## src/rtl/uart_special_defines.svh

```systemverilog
// Register offsets, field positions, reset values and timing counts for the serial core
`ifndef UART_SPECIAL_DEFINES_SVH
`define UART_SPECIAL_DEFINES_SVH

// ----------------------------------------------------------------
// Register byte offsets
// ----------------------------------------------------------------
`define OFF_DATA 8'h00
`define OFF_CTRL 8'h04
`define OFF_BAUD 8'h08
`define OFF_LIN 8'h0C
`define OFF_RAW 8'h10
`define OFF_MASK 8'h14
`define OFF_MASKED 8'h18
`define OFF_STATUS 8'h1C
`define OFF_DMA 8'h20

// ----------------------------------------------------------------
// Control register fields
// ----------------------------------------------------------------
`define CTRL_EN 0
`define CTRL_LIN 1
`define CTRL_IR 2
`define CTRL_SC 3
`define CTRL_PAR 4
`define CTRL_SEND_BREAK 5
`define CTRL_W 6

// ----------------------------------------------------------------
// Interrupt status bit positions
// ----------------------------------------------------------------
`define IRQ_RX 0
`define IRQ_TX 1
`define IRQ_TIMEOUT 2
`define IRQ_PARITY 3
`define IRQ_BREAK_DONE 4
`define IRQ_W 5

// ----------------------------------------------------------------
// Reset values and timing
// ----------------------------------------------------------------
`define BAUD_RESET 16'h0002
`define BREAK_BASE_BITS 5'h0D
`define TIMEOUT_BITS 6'h20
`define IR_PULSE_NUM 3
`define IR_PULSE_DEN 16
`define BURST_LEVEL 3'h4

`endif

```

## src/rtl/uart_special_pkg.sv

```systemverilog
// Types shared by the serial core modules
package uart_special_pkg;

    typedef enum logic [2:0] {
        TX_IDLE,
        TX_BREAK,
        TX_START,
        TX_DATA,
        TX_PARITY,
        TX_STOP
    } tx_state_t;

    typedef enum logic [1:0] {
        RX_IDLE,
        RX_DATA,
        RX_PARITY,
        RX_STOP
    } rx_state_t;

endpackage

```

## src/rtl/uart_byte_fifo.sv

```systemverilog
// Small flip-flop FIFO for bytes with level output
`timescale 1ns/10ps
module uart_byte_fifo #(
    parameter int WIDTH = 8,
    parameter int DEPTH = 8,
    parameter int AW = 3
) (
    // Clock and reset
    input wire logic core_clk,
    input wire logic rst,
    // Write side
    input wire logic wr_valid,
    input wire logic [WIDTH-1:0] wr_data,
    // Read side
    input wire logic rd_ready,
    output logic [WIDTH-1:0] rd_data,
    // Status
    output logic full,
    output logic empty,
    output logic [AW:0] level
);
    typedef struct packed {
        logic [DEPTH-1:0][WIDTH-1:0] mem;
        logic [AW-1:0] wp;
        logic [AW-1:0] rp;
        logic [AW:0] cnt;
    } fifo_state_t;

    fifo_state_t st, next_st;
    logic do_wr, do_rd;

    // Pointer and storage update; full blocks writes, empty blocks reads
    always_comb begin
        next_st = st;
        do_wr = wr_valid && (st.cnt != (AW+1)'(DEPTH));
        do_rd = rd_ready && (st.cnt != '0);
        if (do_wr) begin
            next_st.mem[st.wp] = wr_data;
            next_st.wp = st.wp + 1'b1;
        end
        if (do_rd) begin
            next_st.rp = st.rp + 1'b1;
        end
        next_st.cnt = st.cnt + (AW+1)'(do_wr) - (AW+1)'(do_rd);
    end

    always_ff @(posedge core_clk) begin
        if (rst) begin
            st <= '0;
        end else begin
            st <= next_st;
        end
    end

    assign rd_data = st.mem[st.rp];
    assign full = (st.cnt == (AW+1)'(DEPTH));
    assign empty = (st.cnt == '0);
    assign level = st.cnt;
endmodule // uart_byte_fifo

```

## src/rtl/uart_special_modes_core.sv

```systemverilog
// Serial transceiver with LIN break, infrared and smart card modes, AXI4-Lite registers
// Summary of operation
// - Receive timeout sets its raw flag regardless of the timeout mask bit.
// - LIN break lasts 13 to 16 bit times by two-bit length code.
// - Smart card mode drives the transmit line as the card bit clock.
// - Infrared transmitter works even when the receive line is idle or unused.
// - Parity interrupt only when raw and masked parity flags are both set.
// - Burst DMA requests keep flowing in LIN and infrared modes.
// - FIFO flags pace transfers at every clock and baud setting except baud 0, where rx_sync stops following the receive line.
`timescale 1ns/10ps
`include "uart_special_defines.svh"
module uart_special_modes_core #(
    parameter int FIFO_DEPTH = 8,
    parameter int FIFO_AW = 3
) (
    // Clock and reset
    input wire logic core_clk,
    input wire logic rst,
    // AXI4-Lite write address and data
    input wire logic [7:0] s_axi_awaddr,
    input wire logic s_axi_awvalid,
    output logic s_axi_awready,
    input wire logic [31:0] s_axi_wdata,
    input wire logic [3:0] s_axi_wstrb,
    input wire logic s_axi_wvalid,
    output logic s_axi_wready,
    // AXI4-Lite write response
    output logic [1:0] s_axi_bresp,
    output logic s_axi_bvalid,
    input wire logic s_axi_bready,
    // AXI4-Lite read
    input wire logic [7:0] s_axi_araddr,
    input wire logic s_axi_arvalid,
    output logic s_axi_arready,
    output logic [31:0] s_axi_rdata,
    output logic [1:0] s_axi_rresp,
    output logic s_axi_rvalid,
    input wire logic s_axi_rready,
    // Serial line
    input wire logic serial_receive_line,
    output logic serial_transmit_line,
    // Interrupt and DMA requests
    output logic irq,
    output logic dma_rx_single,
    output logic dma_rx_burst,
    output logic dma_tx_single,
    output logic dma_tx_burst
);
    // ----------------------------------------------------------------
    // State
    // ----------------------------------------------------------------
    typedef struct packed {
        // Bus slave
        logic aw_held;
        logic [7:0] aw_addr;
        logic w_held;
        logic [31:0] w_data;
        logic [3:0] w_strb;
        logic bvalid;
        logic [1:0] bresp;
        logic arready;
        logic rvalid;
        logic [31:0] rdata;
        logic [1:0] rresp;
        // Configuration
        logic [`CTRL_W-1:0] ctrl;
        logic [15:0] baud;
        logic [1:0] break_length_field;
        logic [`IRQ_W-1:0] interrupt_mask_reg;
        logic [`IRQ_W-1:0] raw_interrupt_status_reg;
        logic [1:0] dma_en;
        // Transmitter
        uart_special_pkg::tx_state_t tx_state;
        logic [15:0] tx_div;
        logic [4:0] tx_bits;
        logic [7:0] tx_shift;
        logic tx_par;
        logic tx_line;
        // Receiver
        uart_special_pkg::rx_state_t rx_state;
        logic [15:0] rx_div;
        logic [2:0] rx_bits;
        logic [7:0] rx_shift;
        logic rx_par;
        logic [5:0] idle_bits;
        logic rx_sync;
        // Outputs
        logic irq;
        logic [3:0] dma;
    } core_state_t;

    core_state_t st, next_st;

    // ----------------------------------------------------------------
    // FIFOs
    // ----------------------------------------------------------------
    logic tx_push, tx_pop, rx_push, rx_pop;
    logic [7:0] tx_head, rx_head, rx_in;
    logic tx_full, tx_empty, rx_full, rx_empty;
    logic [FIFO_AW:0] tx_level, rx_level;

    uart_byte_fifo #(.WIDTH(8), .DEPTH(FIFO_DEPTH), .AW(FIFO_AW)) tx_fifo (
        .core_clk(core_clk), .rst(rst),
        .wr_valid(tx_push), .wr_data(st.w_data[7:0]),
        .rd_ready(tx_pop), .rd_data(tx_head),
        .full(tx_full), .empty(tx_empty), .level(tx_level)
    );

    uart_byte_fifo #(.WIDTH(8), .DEPTH(FIFO_DEPTH), .AW(FIFO_AW)) rx_fifo (
        .core_clk(core_clk), .rst(rst),
        .wr_valid(rx_push), .wr_data(rx_in),
        .rd_ready(rx_pop), .rd_data(rx_head),
        .full(rx_full), .empty(rx_empty), .level(rx_level)
    );

    // Register read mux, used by the read path
    function automatic logic [31:0] read_word(input core_state_t s, input logic [7:0] a,
            input logic [7:0] head, input logic [4:0] fstat);
        logic [31:0] v;
        v = 32'h0000_0000;
        unique case (a)
            `OFF_DATA: v = {24'h000000, head};
            `OFF_CTRL: v = {26'h0, s.ctrl};
            `OFF_BAUD: v = {16'h0000, s.baud};
            `OFF_LIN: v = {30'h0, s.break_length_field};
            `OFF_RAW: v = {27'h0, s.raw_interrupt_status_reg};
            `OFF_MASK: v = {27'h0, s.interrupt_mask_reg};
            `OFF_MASKED: v = {27'h0, s.raw_interrupt_status_reg & s.interrupt_mask_reg};
            `OFF_STATUS: v = {27'h0, fstat};
            `OFF_DMA: v = {30'h0, s.dma_en};
            default: v = 32'h0000_0000;
        endcase
        return v;
    endfunction

    function automatic logic addr_ok(input logic [7:0] a);
        return (a[1:0] == 2'b00) && (a <= `OFF_DMA);
    endfunction

    // ----------------------------------------------------------------
    // Next-state logic
    // ----------------------------------------------------------------
    logic wr_go, rd_go, tick_tx, tick_rx, rx_mid, enable, ir_mode;
    logic [`IRQ_W-1:0] set_bits;
    logic [15:0] half_baud, ir_width;

    always_comb begin
        next_st = st;
        set_bits = '0;
        tx_push = 1'b0;
        tx_pop = 1'b0;
        rx_push = 1'b0;
        rx_pop = 1'b0;
        rx_in = st.rx_shift;
        enable = st.ctrl[`CTRL_EN];
        ir_mode = st.ctrl[`CTRL_IR];
        half_baud = {1'b0, st.baud[15:1]};
        ir_width = 16'((32'(st.baud) * `IR_PULSE_NUM) / `IR_PULSE_DEN);
        tick_tx = (st.tx_div == 16'h0000);
        tick_rx = (st.rx_div == 16'h0000);
        rx_mid = (st.rx_div == half_baud);

        // Write path: address and data may arrive in either order
        if (s_axi_awvalid && !st.aw_held) begin
            next_st.aw_held = 1'b1;
            next_st.aw_addr = s_axi_awaddr;
        end
        if (s_axi_wvalid && !st.w_held) begin
            next_st.w_held = 1'b1;
            next_st.w_data = s_axi_wdata;
            next_st.w_strb = s_axi_wstrb;
        end
        wr_go = st.aw_held && st.w_held && !st.bvalid;
        if (wr_go) begin
            next_st.aw_held = 1'b0;
            next_st.w_held = 1'b0;
            next_st.bvalid = 1'b1;
            next_st.bresp = addr_ok(st.aw_addr) ? 2'b00 : 2'b10;
            if (st.w_strb[0]) begin
                unique case (st.aw_addr)
                    `OFF_DATA: tx_push = 1'b1; // Full FIFO drops the byte
                    `OFF_CTRL: next_st.ctrl = st.w_data[`CTRL_W-1:0];
                    `OFF_BAUD: next_st.baud[7:0] = st.w_data[7:0];
                    `OFF_LIN: next_st.break_length_field = st.w_data[1:0];
                    `OFF_MASK: next_st.interrupt_mask_reg = st.w_data[`IRQ_W-1:0];
                    `OFF_DMA: next_st.dma_en = st.w_data[1:0];
                    default: ;
                endcase
            end
            if (st.w_strb[1] && st.aw_addr == `OFF_BAUD) begin
                next_st.baud[15:8] = st.w_data[15:8];
            end
        end
        if (st.bvalid && s_axi_bready) begin
            next_st.bvalid = 1'b0;
        end

        // Read path: one-cycle arready, data in the same cycle as arready; status read clears
        next_st.arready = 1'b0;
        rd_go = s_axi_arvalid && !st.arready && !st.rvalid;
        if (rd_go) begin
            next_st.arready = 1'b1;
            next_st.rvalid = 1'b1;
            next_st.rresp = addr_ok(s_axi_araddr) ? 2'b00 : 2'b10;
            next_st.rdata = read_word(st, s_axi_araddr, rx_head,
                {tx_full, tx_empty, rx_full, rx_empty, st.tx_state != uart_special_pkg::TX_IDLE});
            if (s_axi_araddr == `OFF_DATA) begin
                rx_pop = 1'b1;
            end
        end
        if (st.rvalid && s_axi_rready) begin
            next_st.rvalid = 1'b0;
        end

        // Transmitter baud counter restarts on every state entry
        next_st.tx_div = tick_tx ? st.baud : st.tx_div - 16'h0001;
        // Smart card: line toggles each half bit as the card clock
        if (st.ctrl[`CTRL_SC] && enable) begin
            next_st.tx_line = (st.tx_div > half_baud);
        end
        unique case (st.tx_state)
            uart_special_pkg::TX_IDLE: begin
                if (!st.ctrl[`CTRL_SC]) begin
                    next_st.tx_line = 1'b1;
                end
                if (enable && st.ctrl[`CTRL_LIN] && st.ctrl[`CTRL_SEND_BREAK]) begin
                    next_st.ctrl[`CTRL_SEND_BREAK] = 1'b0;
                    next_st.tx_state = uart_special_pkg::TX_BREAK;
                    // Length 13..16 whole bits from the two-bit code
                    next_st.tx_bits = `BREAK_BASE_BITS + {3'b000, st.break_length_field};
                    next_st.tx_div = st.baud;
                    next_st.tx_line = 1'b0;
                end else if (enable && !tx_empty) begin
                    tx_pop = 1'b1;
                    next_st.tx_shift = tx_head;
                    next_st.tx_par = ^tx_head;
                    next_st.tx_state = uart_special_pkg::TX_START;
                    next_st.tx_div = st.baud;
                    set_bits[`IRQ_TX] = 1'b1;
                end
            end
            uart_special_pkg::TX_BREAK: begin
                next_st.tx_line = 1'b0;
                if (tick_tx) begin
                    next_st.tx_bits = st.tx_bits - 5'h01;
                    if (st.tx_bits == 5'h01) begin
                        next_st.tx_state = uart_special_pkg::TX_STOP;
                        next_st.tx_line = 1'b1;
                        set_bits[`IRQ_BREAK_DONE] = 1'b1;
                    end
                end
            end
            uart_special_pkg::TX_START: begin
                if (!st.ctrl[`CTRL_SC]) begin
                    // Infrared drives low while tx_div is above ir_width, then high; never looks at the receive line
                    next_st.tx_line = ir_mode ? !(st.tx_div > ir_width) : 1'b0;
                end
                if (tick_tx) begin
                    next_st.tx_state = uart_special_pkg::TX_DATA;
                    next_st.tx_bits = 5'h08;
                end
            end
            uart_special_pkg::TX_DATA: begin
                if (!st.ctrl[`CTRL_SC]) begin
                    next_st.tx_line = (ir_mode && !st.tx_shift[0]) ?
                        !(st.tx_div > ir_width) : st.tx_shift[0];
                end
                if (tick_tx) begin
                    next_st.tx_shift = {1'b0, st.tx_shift[7:1]};
                    next_st.tx_bits = st.tx_bits - 5'h01;
                    if (st.tx_bits == 5'h01) begin
                        next_st.tx_state = st.ctrl[`CTRL_PAR] ? uart_special_pkg::TX_PARITY
                                                             : uart_special_pkg::TX_STOP;
                    end
                end
            end
            uart_special_pkg::TX_PARITY: begin
                if (!st.ctrl[`CTRL_SC]) begin
                    next_st.tx_line = st.tx_par;
                end
                if (tick_tx) begin
                    next_st.tx_state = uart_special_pkg::TX_STOP;
                end
            end
            uart_special_pkg::TX_STOP: begin
                if (!st.ctrl[`CTRL_SC]) begin
                    next_st.tx_line = 1'b1;
                end
                if (tick_tx) begin
                    next_st.tx_state = uart_special_pkg::TX_IDLE;
                end
            end
        endcase

        // Receiver: sample each bit at mid period, timeout after idle bit times
        next_st.rx_sync = serial_receive_line;
        next_st.rx_div = tick_rx ? st.baud : st.rx_div - 16'h0001;
        unique case (st.rx_state)
            uart_special_pkg::RX_IDLE: begin
                if (enable && !st.rx_sync) begin
                    next_st.rx_state = uart_special_pkg::RX_DATA;
                    next_st.rx_div = st.baud + half_baud;
                    next_st.rx_bits = 3'h0;
                    next_st.rx_par = 1'b0;
                    next_st.idle_bits = 6'h00;
                end else if (tick_rx && !rx_empty && st.idle_bits != `TIMEOUT_BITS) begin
                    next_st.idle_bits = st.idle_bits + 6'h01;
                    if (st.idle_bits == `TIMEOUT_BITS - 6'h01) begin
                        // Raw flag set independently of the mask
                        set_bits[`IRQ_TIMEOUT] = 1'b1;
                    end
                end
            end
            uart_special_pkg::RX_DATA: begin
                if (tick_rx) begin
                    next_st.rx_shift = {st.rx_sync, st.rx_shift[7:1]};
                    next_st.rx_par = st.rx_par ^ st.rx_sync;
                    next_st.rx_bits = st.rx_bits + 3'h1;
                    if (st.rx_bits == 3'h7) begin
                        next_st.rx_state = st.ctrl[`CTRL_PAR] ? uart_special_pkg::RX_PARITY
                                                             : uart_special_pkg::RX_STOP;
                    end
                end
            end
            uart_special_pkg::RX_PARITY: begin
                if (tick_rx) begin
                    next_st.rx_state = uart_special_pkg::RX_STOP;
                    // Only real mismatches flag parity; no phantom source
                    if (st.rx_par ^ st.rx_sync) begin
                        set_bits[`IRQ_PARITY] = 1'b1;
                    end
                end
            end
            uart_special_pkg::RX_STOP: begin
                if (tick_rx) begin
                    next_st.rx_state = uart_special_pkg::RX_IDLE;
                    rx_push = 1'b1; // Full FIFO drops the byte
                    set_bits[`IRQ_RX] = 1'b1;
                end
            end
        endcase
        if (rx_mid) begin
            next_st.rx_sync = st.rx_sync;
        end

        // Sticky status: read clears, new event wins over the clear
        if (rd_go && s_axi_araddr == `OFF_RAW) begin
            next_st.raw_interrupt_status_reg = '0;
        end
        next_st.raw_interrupt_status_reg = next_st.raw_interrupt_status_reg | set_bits;
        // Interrupt only from raw AND mask; reads of masked view match this exactly
        next_st.irq = |(next_st.raw_interrupt_status_reg & next_st.interrupt_mask_reg);

        // DMA requests from FIFO levels gated by the dma_en bits, independent of LIN or infrared mode
        next_st.dma[0] = st.dma_en[0] && !rx_empty;
        next_st.dma[1] = st.dma_en[0] && (rx_level >= (FIFO_AW+1)'(`BURST_LEVEL));
        next_st.dma[2] = st.dma_en[1] && !tx_full;
        next_st.dma[3] = st.dma_en[1] &&
            ((FIFO_AW+1)'(FIFO_DEPTH) - tx_level >= (FIFO_AW+1)'(`BURST_LEVEL));
    end

    // Single state register; pacing holds at every baud except 0, where rx_sync stops following the line
    always_ff @(posedge core_clk) begin
        if (rst) begin
            st <= '0;
            st.baud <= `BAUD_RESET;
            st.tx_line <= 1'b1;
            st.rx_sync <= 1'b1;
        end else begin
            st <= next_st;
        end
    end

    // ----------------------------------------------------------------
    // Outputs, all straight from flip-flops
    // ----------------------------------------------------------------
    assign s_axi_awready = !st.aw_held;
    assign s_axi_wready = !st.w_held;
    assign s_axi_bvalid = st.bvalid;
    assign s_axi_bresp = st.bresp;
    assign s_axi_arready = st.arready;
    assign s_axi_rvalid = st.rvalid;
    assign s_axi_rdata = st.rdata;
    assign s_axi_rresp = st.rresp;
    assign serial_transmit_line = st.tx_line;
    assign irq = st.irq;
    assign dma_rx_single = st.dma[0];
    assign dma_rx_burst = st.dma[1];
    assign dma_tx_single = st.dma[2];
    assign dma_tx_burst = st.dma[3];
endmodule // uart_special_modes_core

```

## config.mk

```make
export PLATFORM = sky130hd
export DESIGN_NAME = uart_special_modes_core
export DESIGN_NICKNAME = d
export VERILOG_FILES = /design/src/rtl/uart_special_pkg.sv /design/src/rtl/uart_byte_fifo.sv /design/src/rtl/uart_special_modes_core.sv
export VERILOG_INCLUDE_DIRS = /design/src /design/src/rtl
export SDC_FILE = /design/constraint.sdc
export NUM_CORES = 1
export LEC_CHECK = 0
export BUFFER_PORTS_ARGS = -buffer_cell sky130_fd_sc_hd__buf_2
export CAP_MARGIN = 20
export CELL_PAD_IN_SITES_DETAIL_PLACEMENT = 1
export CELL_PAD_IN_SITES_GLOBAL_PLACEMENT = 1
export CORE_ASPECT_RATIO = 1.1
export CORE_UTILIZATION = 45
export DETAILED_ROUTE_END_ITERATION = 10
export PLACE_DENSITY_LB_ADDON = 0.1
export SLEW_MARGIN = 15
export SYNTH_ARGS = -nofsm -noshare
export SYNTH_HDL_FRONTEND = slang
export SYNTH_HIERARCHICAL = 1
export SYNTH_SLANG_ARGS = --single-unit
```

## constraint.sdc

```tcl
create_clock -name core_clk -period 10.4 [get_ports core_clk]
set_input_delay 1.56 -clock core_clk [delete_from_list [all_inputs] [get_ports core_clk]]
set_output_delay 1.56 -clock core_clk [all_outputs]
set_load 0.02 [all_outputs]
```

==> results of run 1 <==
## stage by stage
stage / instances / hold slack, ps
final: 2276 / 458
after global routing: 2276 / 481
after CTS: 2275 / 459
after detailed placement: 2214 / 451
after global placement: 2213 / 445
after floorplan: 1798 / 432
## final cells by class
| cell class | count | share of cell area, % |
|---|---|---|
| multi-input combinational | 1291 | 52.9 |
| sequential | 309 | 33.9 |
| clock buffer | 53 | 5.85 |
| tap | 487 | 3.34 |
| timing repair buffer | 78 | 2.35 |
| inverter | 49 | 1.02 |
| clock inverter | 8 | 0.570 |
| antenna | 1 | 0.0137 |
## routing by layer
| layer | global-route usage [%] | wire length (um) | vias to the layer above |
|---|---|---|---|
| met5 | 0 | 0 | - |
| met4 | 9.84 | 1580 | 0 |
| met3 | 3.28 | 1440 | 88 |
| met2 | 41.8 | 22100 | 182 |
| met1 | 30.5 | 20300 | 6361 |
| li1 | - | - | 6184 |
## worst min-delay path, delay by kind of cell, from the launching register on
family / cells / cell delay, ps
simple gates: 1 / 50
flops: 1 / 310
compound gates: 1 / 50
## placed cells by master (no fill, tap or decap), types with 26 or more instances in the layout
cell type / instances
nor2_1: 158
ha_1: 74
xnor2_1: 30
nor2b_1: 30
mux2i_1: 177
inv_1: 47
nand2b_1: 166
xor2_1: 35
a211oi_1: 34
a22oi_1: 29
nand2_1: 112
buf_2: 70
o21ai_0: 47
a21oi_1: 85
dfxtp_1: 309
mux4_1: 26
clkbuf_16: 38
## state kept, by name (all words and copies together) (netlist names), 4 cells and up
name,count
tx_fifo/level,4
rx_in,8
half_baud,15
s_axi_rdata,16
st,109
rx_fifo/level,4
rx_fifo/st,70
tx_fifo/st,70
## where the power goes
group | switching [mW] | internal (mW) | leakage, nW | total (mW)
sequential | 0.102 | 1.24 | 2.50 | 1.35
combinational | 0.348 | 0.292 | 4.64 | 0.639
clock | 0.511 | 0.760 | 0.573 | 1.27
## how the worst max path moves through the flow
stage                         startpoint                               to  slack [ps]  depth (start not counted)
2_1_floorplan            s_axi_araddr[1]      rx_fifo/level[1]$_SDFF_PP0_        6700                          9
3_3_place_gp   half_baud[6]$_SDFFE_PP0P_  serial_transmit_line$_SDFF_PP1_        6060                         14
3_5_place_dp   half_baud[6]$_SDFFE_PP0P_  serial_transmit_line$_SDFF_PP1_        5990                         14
4_1_cts        half_baud[6]$_SDFFE_PP0P_  serial_transmit_line$_SDFF_PP1_        5990                         14
5_1_grt        half_baud[0]$_SDFFE_PP1P_  serial_transmit_line$_SDFF_PP1_        5740                         15
6_report       half_baud[6]$_SDFFE_PP0P_  serial_transmit_line$_SDFF_PP1_        6060                         14
==> impl_metrics.json, run 1 <==
{
  "outcome": "complete, no violations",
  "ctsHoldBuffers": 0,
  "hpwl_mm": 31.3,
  "wl_mm": 45.4,
  "slowest_stage": "dfxtp_1",
  "die_w_um": 186,
  "setup_viol_count_final": 0,
  "crit_path_end_kind": "register",
  "fin_crit_ps": 4340,
  "cts_sinks": 309,
  "synth_cells": 1781,
  "worstPathRequired_ps": 10830,
  "cts_buffers": 36,
  "firstDrtPassIters": 5,
  "critPathMaxStageDelay_ps": 700,
  "crit_fanout": 8,
  "drc": 0,
  "port_buffers": 70,
  "antenna_found_initial": 1,
  "worst_slack_ps": 6060,
  "place_ws_ps": 5990,
  "postCtsResizedCells": 0,
  "crit_arrival_ps": 4770,
  "row_count": 73,
  "p_per_area_mw_per_mm2": 179,
  "root_buffer": "clkbuf_16",
  "grt_max_degree": 186,
  "cts.htree.levels": 2,
  "core_area_mm2": 0.0364,
  "rsz0062_at_grt": "no",
  "die_h_um": 204,
  "power_mw": 3.26,
  "fmax_ghz": 0.231,
  "crit_family": "compound AO/OA/AOI/OAI gates",
  "area.growth.synth_to_final_pct": 8.72,
  "ys_warn_count": 6,
  "irDropWorstVdd_uv": 110,
  "io_pins": 107,
  "slew_headroom_pct": 26.5,
  "worstSetupStartpointType": "register",
  "multi_input_area_mm2": 0.00965,
  "clk_path_buf_depth": 3,
  "utilization_pct": 50.0,
  "die_area_mm2": 0.0380,
  "finalMaxSlewViolations": 0,
  "clk_latency_ps": 540,
  "hold_path.class": "register to register",
  "nFillCells": 4132,
  "worstPathCellList": "ha_1 -> and3_1 -> and3_1 -> a211o_1 -> o31a_1 -> a211oi_2 -> xnor2_1 -> ha_1 -> nand4_1 -> nor4_1 -> o21ai_0 -> a31oi_1 -> a211oi_1 -> a211o_1",
  "ant_nets": 0,
  "grt_pass1_vias": 13500,
  "worst_slew_pin_slew_ps": 1100,
  "initialDrtViolationCount": 579,
  "fin_setup_tns_ps": 0,
  "synth.avg_cell_area_um2": 9.42,
  "syn_area_mm2": 0.0168,
  "cap_violations": 0,
  "cp.buffers_inverters": 0,
  "r2r_slack_ps": 6060,
  "gp_congestion": 0.826,
  "p_leak_nw": 7.72,
  "finalCritPeriodShare_pct": 41.7,
  "timing.rr.end": "serial_transmit_line$_SDFF_PP1_",
  "min_to": "st[164]$_SDFFE_PP0P_",
  "grt_pass1_wl_mm": 72.4,
  "hold_depth": 2,
  "via_count": 12800,
  "skew_ps": 19.3,
  "crit_type": "register to register",
  "placed_area_mm2": 0.0171,
  "grt_overflow": 0,
  "cts_setup_buffers": 0,
  "grt_use_total_pct": 24.3,
  "reg2reg_from": "half_baud[6]$_SDFFE_PP0P_",
  "cts_tree": "yes",
  "finalHoldViolCount": 0,
  "viasPerCell": 5.63,
  "wire_per_inst_um": 19.9,
  "fin_nets": 1902,
  "initial_core_util_pct": 46.0,
  "worstHoldStart": "st[164]$_SDFFE_PP0P_",
  "rr_worst_depth": 14,
  "clk_pin_slew_worst_paths_ps": 70,
  "design_area_mm2": 0.0182,
  "drive_gt1_share_pct": 10.5,
  "ff_latch_area_mm2": 0.00619
}
Power figures use the tool's default switching activity.
==> run 2: changes to the inputs <==
CORE_UTILIZATION = 43   (was 45)
clock period = 3.9 ns   (was 10.4 ns; I/O delays follow)
==> run 2 against run 1 <==
  * First-iteration DRC count fell by 6.9%
  * Clock skew fell by 2.8 ps
  * Via count rose by 1.8%
  * Utilization fell by 1.4 points
  * Sequential power rose to 2.7 times the previous value
  * Worst hold slack got worse by 220 ps
  * Global-route usage fell by 0.21 points
==> impl_metrics.json, run 2 (synthesis gave the netlist of run 1 again) <==
{
  "grt_pass1_wl_mm": 75.3,
  "die_h_um": 209,
  "place_ws_ps": 41.9,
  "regMostFlops": "st",
  "cap_violations": 0,
  "firstDrtPassIters": 4,
  "wl_mm": 47.5,
  "p_per_area_mw_per_mm2": 467,
  "initialDrtViolationCount": 539,
  "slowest_stage": "fa_1",
  "crit_type": "register to register",
  "crit_arrival_ps": 4080,
  "drc": 0,
  "fin_crit_ps": 3650,
  "worstPathCellList": "ha_1 -> fa_1 -> a211oi_2 -> o21bai_1 -> a21oi_2 -> a21oi_1 -> a31oi_1 -> xnor2_1 -> ha_1 -> nand2_1 -> nor4_2 -> o21ai_0 -> a31oi_1 -> a211oi_1 -> a211o_1",
  "grt_overflow": 0,
  "crit_path_end_kind": "register",
  "grt_pass1_vias": 13600,
  "viasPerCell": 5.58,
  "rsz0062_at_grt": "no",
  "cp.buffers_inverters": 0,
  "drive_gt1_share_pct": 13.2,
  "irDropWorstVdd_uv": 308,
  "root_buffer": "clkbuf_16",
  "clk_pin_slew_worst_paths_ps": 60,
  "worst_slew_pin_slew_ps": 982,
  "area.growth.synth_to_final_pct": 11.0,
  "row_count": 75,
  "io_pins": 107,
  "power_mw": 8.69,
  "setup_viol_count_final": 0,
  "fin_nets": 1954,
  "fmax_ghz": 0.274,
  "port_buffers": 70,
  "clk_latency_ps": 560,
  "largest_reg_flops": 109,
  "worstPathRequired_ps": 4340,
  "cts_tree": "yes",
  "cts_buffers": 37,
  "die_w_um": 190,
  "p_leak_nw": 7.96,
  "top_regs": "st (109), rx_fifo/st (70), tx_fifo/st (70)",
  "grt_use_total_pct": 24.1,
  "outcome": "complete, no violations",
  "critPathMaxStageDelay_ps": 450,
  "die_area_mm2": 0.0398,
  "slew_headroom_pct": 34.4,
  "core_area_mm2": 0.0383,
  "via_count": 13000,
  "skew_ps": 16.5,
  "hpwl_mm": 33.8,
  "antenna_found_initial": 0,
  "worstSetupStartpointType": "register",
  "cts_sinks": 309,
  "crit_family": "compound AO/OA/AOI/OAI gates",
  "cts.htree.levels": 2,
  "finalMaxSlewViolations": 0,
  "grt_max_degree": 149,
  "whs_ps": 236,
  "hold_path.class": "input port to register",
  "ctsHoldBuffers": 0,
  "mostFrequentLayoutCell": "dfxtp_1",
  "fin_cells": 2339,
  "initial_core_util_pct": 43.8,
  "worst_slack_ps": 254,
  "crit_fanout": 4,
  "clk_path_buf_depth": 3,
  "wire_per_inst_um": 20.3,
  "final_cell_mix": "307 x dfxtp_1, 177 x mux2i_1, 166 x nand2b_1, 158 x nor2_1, 112 x nand2_1",
  "n_antenna_cell": 0,
  "gp_congestion": 0.851,
  "finalCritPeriodShare_pct": 93.5,
  "fin_setup_tns_ps": 0,
  "ant_nets": 0,
  "finalHoldViolCount": 0,
  "place_inst": 2277
}
## run 2: cell count changes in the layout (fill, tap and decap cells not counted), sizes merged
| cell | change |
|---|---|
| buf | +51 |
| bufinv | -1 |
| clkbuf | +1 |
| clkinv | -1 |
| clkinvlp | -1 |
| diode | -1 |
| inv | +2 |
## run 2: area by class of cell
cell class	instances	area (um2)
flip-flops and latches	309	6190
fillers	4419	19700
inverters	49	186
multi-input cells	1291	9670
repair buffers	129	835
well taps	500	626
clock buffers	54	1040
clock inverters	7	71.3
## run 2: power by group
part | switching, mW | internal [mW] | leakage [nW]
combinational | 0.974 | 0.834 | 4.92
sequential | 0.277 | 3.32 | 2.50
clock | 1.38 | 1.91 | 0.545
total | 2.63 | 6.06 | 7.96
## run 2: per-layer routing
| layer | up-vias | part of all wire (%) | track usage, % |
|---|---|---|---|
| met5 | - | 0 | 0 |
| met4 | 0 | 2.8 | 7.78 |
| met3 | 84 | 3.2 | 4.01 |
| met2 | 184 | 49 | 42.1 |
| met1 | 6482 | 45 | 30.0 |
| li1 | 6293 | - | - |
## run 2: metrics by stage
step | instance area, um2 | utilization, %
after floorplan | 16800 | -
after global placement | 17400 | 45.6
after detailed placement | 17500 | 45.6
after CTS | 18600 | 48.5
after global routing | 18600 | 48.6
final | 18600 | 48.6
## run 2: worst reg2reg max path, cell delays in order (launching register included)
cell	delay, ps
dfxtp_1	350
ha_1	240
fa_1	450
a211oi_2	220
o21bai_1	160
a21oi_2	190
a21oi_1	140
a31oi_1	290
xnor2_1	150
ha_1	320
nand2_1	60
nor4_2	270
o21ai_0	130
a31oi_1	180
a211oi_1	70
a211o_1	300
## run 2: path summary, 6_finish.rpt
check / cells past startpoint / from / to / slack (ps)
max: 15 / half_baud[0]$_SDFFE_PP1P_ / serial_transmit_line$_SDFF_PP1_ / 250
min: 2 / serial_receive_line / st[5]$_SDFFE_PP1P_ / 240
max reg2reg: 15 / half_baud[0]$_SDFFE_PP1P_ / serial_transmit_line$_SDFF_PP1_ / 250
min reg2reg: 2 / s_axi_rdata[0]$_SDFFE_PP0P_ / s_axi_rdata[0]$_SDFFE_PP0P_ / 460
## run 2: what timing repair did
action                                  4_1_cts  5_1_grt
resized for setup                             0        7
endpoints found under the setup margin        0        1
endpoints found under the hold margin         0        0
buffers inserted                              0        1
==> run 3: changes to the inputs <==
--- a/config.mk
+++ b/config.mk
@@ -13,2 +13,3 @@
 export CORE_ASPECT_RATIO = 1.1
+export CORE_MARGIN = 2
 export CORE_UTILIZATION = 43
--- a/constraint.sdc
+++ b/constraint.sdc
@@ -3,2 +3,2 @@
 set_output_delay 0.585 -clock core_clk [all_outputs]
-set_load 0.02 [all_outputs]
+set_load 0.005 [all_outputs]
==> run 3 against run 2 <==
  * Critical endpoint unchanged
  * Largest cell class unchanged
  * Sequential share of layout area is 0.23 points lower
  * Clock skew down 0.67 ps
  * Total power increased by 2.6%
  * Clock power up 8.5%
  * Cell count barely moved
  * Via count shrank 0.94%
  * Setup slack gained 4.2 ps
  * Cell area is 0.70% higher
  * Critical path depth shrank 1
  * Global-route usage fell by 0.79 points
  * Register-to-register slack hardly changed
  * Clock-buffer cell count unchanged
  * Critical path type unchanged
==> impl_metrics.json, run 3 (synthesis gave the netlist of run 1 again) <==
{
  "wl_mm": 46.9,
  "grt_pass1_wl_mm": 74.0,
  "largest_reg_flops": 109,
  "cts_tree": "yes",
  "cap_violations": 0,
  "nFillCells": 4400,
  "antenna_found_initial": 1,
  "cts_buffers": 37,
  "hold_depth": 2,
  "viasPerCell": 5.53,
  "die_h_um": 211,
  "drc": 0,
  "hold_path.class": "input port to register",
  "port_buffers": 70,
  "worstPathRequired_ps": 4340,
  "crit_arrival_ps": 4080,
  "timing.rr.end": "serial_transmit_line$_SDFF_PP1_",
  "ctsHoldBuffers": 0,
  "initial_core_util_pct": 43.8,
  "via_count": 12900,
  "worstHoldStart": "serial_receive_line",
  "n_antenna_cell": 0,
  "utilization_pct": 49.0,
  "regMostFlops": "st",
  "mostFrequentLayoutCell": "dfxtp_1",
  "crit_path_end_kind": "register",
  "setup_viol_count_final": 0,
  "multi_input_area_mm2": 0.00967,
  "crit_fanout": 5,
  "irDropWorstVdd_uv": 376,
  "fin_setup_tns_ps": 0,
  "met2_usage_pct": 41.0,
  "design_area_mm2": 0.0187,
  "io_pins": 107,
  "gp_congestion": 0.823,
  "grt_util_met3_pct": 3.07,
  "worstPathCellList": "ha_1 -> a211oi_1 -> o21bai_1 -> a211o_1 -> o31a_1 -> a211oi_2 -> xnor2_1 -> ha_1 -> nand4_1 -> nor4_2 -> o21ai_0 -> a31oi_1 -> a211oi_1 -> a211o_1",
  "firstDrtPassIters": 5,
  "fmax_ghz": 0.275,
  "drive_gt1_share_pct": 13.5,
  "die_w_um": 192,
  "crit_family": "compound AO/OA/AOI/OAI gates",
  "cts_sinks": 309,
  "clk_path_buf_depth": 3,
  "rsz0062_at_grt": "no",
  "critPathMaxStageDelay_ps": 350,
  "crit_type": "register to register",
  "row_count": 75,
  "ff_latch_area_mm2": 0.00619,
  "rr_worst_depth": 14,
  "root_buffer": "clkbuf_16",
  "min_to": "st[5]$_SDFFE_PP1P_",
  "finalHoldViolCount": 0,
  "outcome": "complete, no violations",
  "reg2reg_from": "half_baud[0]$_SDFFE_PP1P_",
  "finalMaxSlewViolations": 0,
  "grt_max_degree": 95,
  "core_area_mm2": 0.0383,
  "die_area_mm2": 0.0406,
  "ant_nets": 0,
  "slew_headroom_pct": 35.2,
  "clk_latency_ps": 550,
  "worst_slew_pin_slew_ps": 970,
  "cp.buffers_inverters": 0,
  "initialDrtViolationCount": 602,
  "cts.htree.levels": 2,
  "skew_ps": 15.8,
  "grt_busiest_layer": "met2",
  "grt_use_total_pct": 23.3,
  "hpwl_mm": 33.7,
  "p_per_area_mw_per_mm2": 475,
  "fin_nets": 1954,
  "finalCritPeriodShare_pct": 93.4,
  "slowest_stage": "dfxtp_2",
  "worstSetupStartpointType": "register",
  "top_regs": "st (109), rx_fifo/st (70), tx_fifo/st (70)",
  "placed_area_mm2": 0.0175,
  "wire_per_inst_um": 20.1,
  "grt_pass1_vias": 13400,
  "clk_pin_slew_worst_paths_ps": 60,
  "use_met1_pct": 29.5,
  "area.growth.synth_to_final_pct": 11.8,
  "fin_crit_ps": 3640,
  "r2r_slack_ps": 260,
  "p_leak_nw": 8.03,
  "cts_setup_buffers": 0,
  "grt_overflow": 0,
  "postCtsResizedCells": 0,
  "final_cell_mix": "307 x dfxtp_1, 177 x mux2i_1, 166 x nand2b_1, 158 x nor2_1, 112 x nand2_1"
}
[run 3: routing by layer]
metal / vias up / routed length, um
li1: 6302 / -
met1: 6398 / 21200
met2: 153 / 23200
met3: 68 / 1310
met4: 0 / 1170
met5: - / 0
[run 3: report_power, final]
part / internal (mW) / switching [mW]
clock network: 2.19 / 1.38
logic: 0.810 / 0.944
registers: 3.32 / 0.270
[run 3: stage by stage]
step	cells	hold WS [ps]	power [mW]	worst slack (ps)
CTS	2338	230	9.00	94.1
floorplan	1798	432	4.93	447
finish	2338	259	8.91	259
detailed placement	2278	447	5.38	140
global placement	2277	444	5.32	217
global route	2338	265	9.37	11.0
[run 3: worst max-delay path by stage]
stage	slack (ps)	to	cells after the start	start
6_report	260	serial_transmit_line$_SDFF_PP1_	14	half_baud[0]$_SDFFE_PP1P_
5_1_grt	10	serial_transmit_line$_SDFF_PP1_	14	half_baud[1]$_SDFFE_PP0P_
4_1_cts	90	serial_transmit_line$_SDFF_PP1_	15	half_baud[0]$_SDFFE_PP1P_
3_5_place_dp	140	serial_transmit_line$_SDFF_PP1_	15	half_baud[0]$_SDFFE_PP1P_
3_3_place_gp	220	serial_transmit_line$_SDFF_PP1_	15	half_baud[0]$_SDFFE_PP1P_
2_1_floorplan	450	serial_transmit_line$_SDFF_PP1_	15	half_baud[7]$_SDFFE_PP0P_
[run 3: worst reg2reg max path, stage by stage, from the launching register on]
cell      delay, ps
dfxtp_2         350
ha_1            310
a211oi_1        250
o21bai_1        140
a211o_1         310
o31a_1          310
a211oi_2        330
xnor2_1         120
ha_1            310
nand4_1         110
nor4_2          290
o21ai_0         140
a31oi_1         190
a211oi_1         60
a211o_1         300
[run 3: final cells by class]
class                   count  area share (%)
clock buffers              54            6.04
clock inverters             6           0.581
inverters                  49           0.995
multi-input cells        1291            51.6
flip-flops and latches    309            33.0
well taps                 500            3.34
repair buffers            129            4.45
